**src/bsf_params.svh**
```systemverilog
// constant definitions for the bit shift and flag unit
`ifndef BSF_PARAMS_SVH
`define BSF_PARAMS_SVH

// register byte offsets on the avalon slave
`define BSF_ADDR_OPERAND 4'h0
`define BSF_ADDR_CTRL    4'h4
`define BSF_ADDR_FLAGS   4'h8

// control word fields
`define BSF_CTRL_OP_LSB  0
`define BSF_CTRL_OP_MSB  4
`define BSF_CTRL_IDX_LSB 8
`define BSF_CTRL_IDX_MSB 10

// status flag bit positions
`define BSF_FLAG_C 3'h0
`define BSF_FLAG_Z 3'h1
`define BSF_FLAG_N 3'h2
`define BSF_FLAG_V 3'h3
`define BSF_FLAG_S 3'h4
`define BSF_FLAG_H 3'h5
`define BSF_FLAG_T 3'h6
`define BSF_FLAG_I 3'h7

// reset values
`define BSF_RST_OPERAND 8'h00
`define BSF_RST_FLAGS   8'h00
`define BSF_RST_CTRL    11'h000

`endif

```
**src/bsf_pkg.sv**
```systemverilog
// types shared by the bit shift and flag unit
package bsf_pkg;

  typedef enum logic [4:0] {
    OP_ROTATE_LEFT_VIA_CARRY  = 5'h00,
    OP_ROTATE_RIGHT_VIA_CARRY = 5'h01,
    OP_ARITH_SHIFT_RIGHT      = 5'h02,
    OP_NIBBLE_EXCHANGE        = 5'h03,
    OP_BIT_TO_TRANSFER_FLAG   = 5'h04,
    OP_TRANSFER_FLAG_TO_BIT   = 5'h05,
    OP_FLAG_FORCE_ONE         = 5'h06,
    OP_FLAG_FORCE_ZERO        = 5'h07,
    OP_CARRY_ON               = 5'h08,
    OP_CARRY_OFF              = 5'h09,
    OP_NEGATIVE_ON            = 5'h0A,
    OP_NEGATIVE_OFF           = 5'h0B,
    OP_ZERO_ON                = 5'h0C,
    OP_ZERO_OFF               = 5'h0D,
    OP_GLOBAL_IRQ_ON          = 5'h0E,
    OP_GLOBAL_IRQ_OFF         = 5'h0F,
    OP_SIGNED_FLAG_ON         = 5'h10,
    OP_SIGNED_FLAG_OFF        = 5'h11,
    OP_OVERFLOW_FLAG_ON       = 5'h12,
    OP_OVERFLOW_FLAG_OFF      = 5'h13,
    OP_TRANSFER_ON            = 5'h14,
    OP_TRANSFER_OFF           = 5'h15
  } bsf_op_t;

  typedef enum logic [1:0] {
    BUS_IDLE = 2'b01,
    BUS_ACK  = 2'b10
  } bsf_bus_state_t;

endpackage

```
**src/bsf_alu.sv**
```systemverilog
// combinational shift, rotate, bit-move and flag datapath
`timescale 1ns/1ns
`include "bsf_params.svh"

module bsf_alu (
  input  wire logic            [4:0] op,        // operation code
  input  wire logic            [2:0] bit_idx,   // bit or flag index
  input  wire logic            [7:0] data_in,   // working register value
  input  wire logic            [7:0] flags_in,  // status flags before
  output logic                 [7:0] data_out,  // working register value after
  output logic                 [7:0] flags_out  // status flags after
);

  // zero, carry, negative and overflow from a shifted result
  function automatic logic [7:0] shift_flags(input logic [7:0] f,
                                             input logic [7:0] r,
                                             input logic       c);
    logic [7:0] o;
    o = f;
    o[`BSF_FLAG_C] = c;
    o[`BSF_FLAG_N] = r[7];
    o[`BSF_FLAG_V] = r[7] ^ c;
    o[`BSF_FLAG_Z] = (r == 8'h00);
    return o;
  endfunction

  // named single-flag opcodes: low opcode bit picks clear, pairs pick the flag
  function automatic logic [2:0] named_flag(input logic [4:0] code);
    logic [2:0] i;
    i = `BSF_FLAG_C;
    unique case (code[4:1])
      4'h4:    i = `BSF_FLAG_C;
      4'h5:    i = `BSF_FLAG_N;
      4'h6:    i = `BSF_FLAG_Z;
      4'h7:    i = `BSF_FLAG_I;
      4'h8:    i = `BSF_FLAG_S;
      4'h9:    i = `BSF_FLAG_V;
      default: i = `BSF_FLAG_T;
    endcase
    return i;
  endfunction

  always_comb begin
    data_out  = data_in;
    flags_out = flags_in;
    if (op >= 5'h08 && op <= 5'h15) begin
      flags_out[named_flag(op)] = ~op[0];
    end else begin
      unique case (op)
        5'h00: begin
          data_out  = {data_in[6:0], flags_in[`BSF_FLAG_C]};
          flags_out = shift_flags(flags_in, data_out, data_in[7]);
        end
        5'h01: begin
          data_out  = {flags_in[`BSF_FLAG_C], data_in[7:1]};
          flags_out = shift_flags(flags_in, data_out, data_in[0]);
        end
        5'h02: begin
          data_out  = {data_in[7], data_in[7:1]};
          flags_out = shift_flags(flags_in, data_out, data_in[0]);
        end
        5'h03: data_out = {data_in[3:0], data_in[7:4]};
        5'h04: flags_out[`BSF_FLAG_T] = data_in[bit_idx];
        5'h05: data_out[bit_idx] = flags_in[`BSF_FLAG_T];
        5'h06: flags_out[bit_idx] = 1'b1;
        5'h07: flags_out[bit_idx] = 1'b0;
        // unused codes leave both register and flags as they were
        default: begin
          data_out  = data_in;
          flags_out = flags_in;
        end
      endcase
    end
  end

endmodule

```
**src/bsf_top.sv**
```systemverilog
// bit shift and flag unit with avalon-mm register access
//
// Overview of operation
// - rotate left: bits move up, old carry to bit 0, bit 7 to carry.
// - rotate right: bits move down, old carry to bit 7, bit 0 to carry.
// - arithmetic shift right: bits 1..7 move down one, bit 7 kept.
// - the three shifts update zero, carry, negative and overflow from the result.
// - nibble exchange swaps upper and lower halves, flags untouched, one cycle.
// - bit store copies the indexed register bit into the transfer flag.
// - bit load writes the transfer flag into the indexed bit only.
// - dedicated ops set or clear carry, negative, zero, signed, transfer, irq enable.
// - dedicated ops force overflow to one or zero, others unchanged.
//
// Register access over Avalon-MM and the address map were chosen for this implementation.
`timescale 1ns/1ns
`include "bsf_params.svh"

module bsf_top (
  input  wire logic        clk_sys,            // 50 mhz system clock
  input  wire logic        sys_rst,            // synchronous reset, active high
  input  wire logic [3:0]  avs_address,        // byte address
  input  wire logic        avs_read,           // read request
  input  wire logic        avs_write,          // write request
  input  wire logic [3:0]  avs_byteenable,     // write byte lanes
  input  wire logic [31:0] avs_writedata,      // write data
  output logic      [31:0] avs_readdata,       // read data
  output logic             avs_waitrequest,    // stall, low for the answer cycle
  output logic      [7:0]  status_flags,       // current status flags
  output logic      [7:0]  work_reg            // current working register
);

  ////////////////////////////////////////////////////////////////////////////
  // state

  bsf_pkg::bsf_bus_state_t state_r, state_nxt;
  logic                    wait_r, wait_nxt;
  logic [31:0]             rdata_r, rdata_nxt;
  logic [7:0]              operand_r, operand_nxt;
  logic [7:0]              flags_r, flags_nxt;
  logic [10:0]             ctrl_r, ctrl_nxt;
  logic [7:0]              alu_data;
  logic [7:0]              alu_flags;
  logic [4:0]              op_w;
  logic [2:0]              idx_w;
  logic                    req;
  logic                    in_ack;
  logic                    exec_op;

  assign req     = avs_read | avs_write;
  assign in_ack  = (state_r == bsf_pkg::BUS_ACK);
  assign op_w    = avs_writedata[`BSF_CTRL_OP_MSB:`BSF_CTRL_OP_LSB];
  // index lane disabled means index zero
  assign idx_w   = avs_byteenable[1] ? avs_writedata[`BSF_CTRL_IDX_MSB:`BSF_CTRL_IDX_LSB]
                                     : 3'h0;
  // a control write is the instruction issue; it executes on its answer edge
  assign exec_op = in_ack && avs_write && avs_byteenable[0]
                   && (avs_address == `BSF_ADDR_CTRL);

  bsf_alu u_alu (
    .op        (op_w),
    .bit_idx   (idx_w),
    .data_in   (operand_r),
    .flags_in  (flags_r),
    .data_out  (alu_data),
    .flags_out (alu_flags)
  );

  function automatic logic [31:0] read_mux(input logic [3:0]  addr,
                                           input logic [7:0]  opnd,
                                           input logic [10:0] ctl,
                                           input logic [7:0]  flg);
    logic [31:0] d;
    d = 32'h0000_0000;
    unique case (addr)
      `BSF_ADDR_OPERAND: d = {24'h00_0000, opnd};
      `BSF_ADDR_CTRL:    d = {21'h00_0000, ctl};
      `BSF_ADDR_FLAGS:   d = {24'h00_0000, flg};
      default:           d = 32'h0000_0000;
    endcase
    return d;
  endfunction

  ////////////////////////////////////////////////////////////////////////////
  // bus handshake: one wait cycle, then one answer cycle

  always_comb begin
    state_nxt = state_r;
    wait_nxt  = 1'b1;
    rdata_nxt = rdata_r;
    unique case (state_r)
      bsf_pkg::BUS_IDLE: begin
        if (req) begin
          state_nxt = bsf_pkg::BUS_ACK;
          wait_nxt  = 1'b0;
          rdata_nxt = avs_read ? read_mux(avs_address, operand_r, ctrl_r, flags_r)
                               : 32'h0000_0000;
        end
      end
      bsf_pkg::BUS_ACK: begin
        // master releases after this edge; idle cycle keeps requests apart
        state_nxt = bsf_pkg::BUS_IDLE;
      end
    endcase
  end

  always_ff @(posedge clk_sys) begin
    if (sys_rst) begin
      state_r <= bsf_pkg::BUS_IDLE;
      wait_r  <= 1'b1;
      rdata_r <= 32'h0000_0000;
    end else begin
      state_r <= state_nxt;
      wait_r  <= wait_nxt;
      rdata_r <= rdata_nxt;
    end
  end

  ////////////////////////////////////////////////////////////////////////////
  // working register, flags and control word

  always_comb begin
    operand_nxt = operand_r;
    flags_nxt   = flags_r;
    ctrl_nxt    = ctrl_r;
    if (exec_op) begin
      ctrl_nxt    = {idx_w, 3'h0, op_w};
      operand_nxt = alu_data;
      flags_nxt   = alu_flags;
    end else if (in_ack && avs_write && avs_byteenable[0]) begin
      if (avs_address == `BSF_ADDR_OPERAND) begin
        operand_nxt = avs_writedata[7:0];
      end
      if (avs_address == `BSF_ADDR_FLAGS) begin
        flags_nxt = avs_writedata[7:0];
      end
    end
  end

  always_ff @(posedge clk_sys) begin
    if (sys_rst) begin
      operand_r <= `BSF_RST_OPERAND;
      flags_r   <= `BSF_RST_FLAGS;
      ctrl_r    <= `BSF_RST_CTRL;
    end else begin
      operand_r <= operand_nxt;
      flags_r   <= flags_nxt;
      ctrl_r    <= ctrl_nxt;
    end
  end

  assign avs_readdata    = rdata_r;
  assign avs_waitrequest = wait_r;
  assign status_flags    = flags_r;
  assign work_reg        = operand_r;

  ////////////////////////////////////////////////////////////////////////////
  // checks

  // snapshot of the state an instruction saw, for the checks only
  logic       chk_go_r;
  logic [4:0] chk_op_r;
  logic [2:0] chk_idx_r;
  logic [7:0] chk_d_r;
  logic [7:0] chk_f_r;

  always_ff @(posedge clk_sys) begin
    if (sys_rst) begin
      chk_go_r  <= 1'b0;
      chk_op_r  <= 5'h00;
      chk_idx_r <= 3'h0;
      chk_d_r   <= 8'h00;
      chk_f_r   <= 8'h00;
    end else begin
      chk_go_r  <= exec_op;
      chk_op_r  <= op_w;
      chk_idx_r <= idx_w;
      chk_d_r   <= operand_r;
      chk_f_r   <= flags_r;
    end
  end

  // flag each dedicated op forces, decoded apart from the datapath on purpose
  logic [7:0] chk_mask;

  always_comb begin
    chk_mask = 8'h00;
    unique case (chk_op_r[4:1])
      4'h4:    chk_mask = 8'h01 << `BSF_FLAG_C;
      4'h5:    chk_mask = 8'h01 << `BSF_FLAG_N;
      4'h6:    chk_mask = 8'h01 << `BSF_FLAG_Z;
      4'h7:    chk_mask = 8'h01 << `BSF_FLAG_I;
      4'h8:    chk_mask = 8'h01 << `BSF_FLAG_S;
      4'h9:    chk_mask = 8'h01 << `BSF_FLAG_V;
      4'hA:    chk_mask = 8'h01 << `BSF_FLAG_T;
      default: chk_mask = 8'h00;
    endcase
  end
endmodule

```
**config.mk**
```make
export PLATFORM = sky130hd
export DESIGN_NAME = bsf_top
export DESIGN_NICKNAME = d
export VERILOG_FILES = /design/src/bsf_pkg.sv /design/src/bsf_alu.sv /design/src/bsf_top.sv
export VERILOG_INCLUDE_DIRS = /design/src
export SDC_FILE = /design/constraint.sdc
export NUM_CORES = 1
export LEC_CHECK = 0
export BUFFER_PORTS_ARGS = -buffer_cell sky130_fd_sc_hd__buf_2
export CAP_MARGIN = 40
export CORE_ASPECT_RATIO = 0.75
export CORE_MARGIN = 3
export CORE_UTILIZATION = 57
export DETAILED_ROUTE_END_ITERATION = 12
export PLACE_DENSITY = 0.93
export SLEW_MARGIN = 30
export SYNTH_ARGS = -nofsm -noshare
export SYNTH_HDL_FRONTEND = slang
export SYNTH_HIERARCHICAL = 1
export SYNTH_SLANG_ARGS = --single-unit
```
**constraint.sdc**
```tcl
create_clock -name clk_sys -period 5.1 [get_ports clk_sys]
set_clock_uncertainty 0.2 [all_clocks]
set_input_delay 0 -clock clk_sys [delete_from_list [all_inputs] [get_ports clk_sys]]
set_output_delay 0 -clock clk_sys [all_outputs]
set_load 0.02 [all_outputs]
```
==> flow_summary.ini <==
[outcome]
outcome = finished, violations left
violations = negative hold slack

[cts]
cts_setup_buffers = 0
path_clk_slew_ps = 70
htreeDepth = 2
cts_root_buf = clkbuf_8
postCtsHoldBufs = 13
numCtsBuffers = 5
cts_sinks = 38
cts_tree = built
cts_resized = 0
clockBufferDepth = 2
insertion_delay_ps = 290

[global_route]
grt-ovfl-total = 0
grtUsageTotal_pct = 28.8
grt_max_degree = 34
antenna_found_initial = 0
grt_first_pass_wirelength_um = 15100
grt_pass1_vias = 2948

[sta]
rsz0062_at_grt = false
maxSlewHeadroom_pct = 48.5
finalSetupTns_ps = 0
worst_slew_pin_slew_ps = 771
period_minus_slack_ps = 2580
fin_ws_ps = 2520
setup_viol = 0
hold_viol = 1
whs_ps = -0.115
period_share_pct = 50.5
timing.fmax_mhz = 388
slew_violations = 0

[worst_setup_path]
crit_chain = dlygate4sd3_1 -> buf_2 -> nor3_1 -> nor2b_1 -> a221oi_1 -> o211ai_1 -> mux2i_1 -> a211oi_1
cp.required_ps = 5110
end_kind = flop
r2r_slack_ps = 2590
critical_path_buf_inv_count = 2
cp.arrival_ps = 2590
reg2reg_to = avs_readdata[6]$_SDFFE_PP0P_
crit_family = simple AND/OR/NAND/NOR gates
worstPathMaxFanout = 24
critPathMaxStageDelay_ps = 660
cp-startpoint = avs_writedata[4]
reg2reg_from = status_flags[6]$_SDFFE_PP0P_
rr_worst_depth = 5
path_class = input port to flop
cpMaxStageDelayCell = nor3_1
worstSetupStartpointType = input port

[placed_design]
gp_congestion = 0.977
io_buffer_count = 48
place_ws_ps = 2810
post-place-cells = 464
dpl-instance-area_sq_mm = 0.00321
hpwl_um = 6600

[floorplanning]
die_h_um = 70.6
fp.coreArea_sq_mm = 0.00512
initial_core_util_pct = 62.0
fp.dieArea_sq_mm = 0.00650
fp.dieW_um = 92.1
ios = 93
fp-row-count = 22

[finish]
final_area_sq_mm = 0.00344
diodes = 0
final_util_pct = 67.2
largest_reg_flops = 11
finalNetCount = 458
syn2layout_area_growth_pct = 8.48
instances_no_fill = 486
drive_gt1_share_pct = 21.0

[route]
antenna_left = 0
dr.first_iter.drc_count = 465
drc_errors = 0
vias = 3344
wl_met3_um = 1330
routedWlPerCell_um = 19.9
met2WireLength_um = 4140
wl_met1_um = 4050
drt_first_pass_iters = 5
dr.max_layer_used = met4
drt_wl_total_um = 9690
vias_per_cell = 6.88

[pwr]
ir_worst_vdd_mv = 0.146
totalPowerFinal_mw = 0.658
leakage_nw = 1.32
p_per_area_mw_per_mm2 = 191

[synth]
yosysSeqAreaShare_pct = 24.0
yosys_most_used_dff = dfxtp_1
netlist_area_sq_mm = 0.00317
syn_inst = 376
synth.area.top_cells = dfxtp_1 24%, buf_4 6.2%, mux2i_1 4.4%
ys_ff_latch = 38
synth_edf_count = 0
yosysMostFrequentCell = dfxtp_1
async_reset_ff_share_pct = 0
ys_warn_count = 6
postSynthAreaPerCell_sq_um = 8.44
yosysUniqueCellTypes = 68
yosysTopAreaCell = dfxtp_1
synthTopCellsByCount = 38 x dfxtp_1, 26 x buf_4, 23 x a21oi_1, 21 x o21ai_0, 16 x inv_1
yosysTopAreaCellShare_pct = 24.0

[worst_hold_path]
hp-class = input port to flop
hold_end = avs_readdata[5]$_SDFFE_PP0P_
min-delay-start = avs_write
min_path_cells = 4

[flow_run]
maxCapViolations = 0
power by group:
group	internal [mW]	leakage, nW	switching (mW)
clock	0.109	0.0472	0.107
combinational	0.0455	0.966	0.0937
sequential	0.299	0.307	0.00417
how the worst max path moves through the flow:
stage,endpoint,slack [ps],depth (start not counted)
after detailed placement,status_flags[2]$_SDFFE_PP0P_,2810,8
after global placement,status_flags[4]$_SDFFE_PP0P_,2840,7
final,work_reg[1]$_SDFFE_PP0P_,2520,8
after global routing,status_flags[0]$_SDFFE_PP0P_,2500,8
after CTS,avs_readdata[6]$_SDFFE_PP0P_,2680,5
after floorplan,status_flags[6]$_SDFFE_PP0P_,3110,7
kinds of logic (layout without fill, tap and decap cells):
family          Yosys count  count (layout)  synth area share [%]
simple gates            104             104                  22.9
other cells               1              21                 0.118
buf+inv                  69              87                  13.7
compound gates          134             134                  29.0
flops                    38              38                  24.0
xor+xnor                  2               2                 0.552
fa+ha+maj                 1               1                 0.394
mux                      27              27                  9.39
layout make-up:
class,instances,area [sq um]
clock buffers,6,82.6
clock inverters,2,12.5
fillers,451,1680
inverters,16,60.1
multi-input cells,289,2050
flip-flops and latches,38,761
well taps,72,90.1
repair buffers,63,383
tightest hold or removal path: stages:
cell and delay (ps):
buf_2 120, nor2_1 90, o21ai_0 170, a21oi_1 70
routing by layer:
metal	track usage, %	vias up
li1	-	1481
met1	42.4	1582
met2	41.2	256
met3	7.65	25
met4	8.07	0
met5	0	-
cell usage in the layout, fill, tap and decap left out, types with 4 or more instances in the layout:
| master | instances |
|---|---|
| o22ai_1 | 10 |
| nor3_1 | 10 |
| mux2_2 | 12 |
| a211oi_1 | 10 |
| nor2b_1 | 6 |
| dfxtp_1 | 38 |
| o211ai_1 | 8 |
| nor2_1 | 7 |
| o2bb2ai_1 | 6 |
| nand2b_1 | 9 |
| a21oi_1 | 23 |
| o21ai_0 | 21 |
| nand3b_1 | 4 |
| a31oi_1 | 4 |
| clkbuf_8 | 6 |
| buf_2 | 48 |
| nor3b_1 | 4 |
| mux2i_1 | 14 |
| conb_1 | 21 |
| nor4_1 | 5 |
| a22o_1 | 4 |
| a221oi_1 | 14 |
| dlygate4sd3_1 | 13 |
| nand2_1 | 9 |
| a22oi_1 | 13 |
| nand3_1 | 12 |
| o21ai_1 | 4 |
| inv_1 | 16 |
| and2_1 | 5 |
Power figures use the tool's default switching activity.
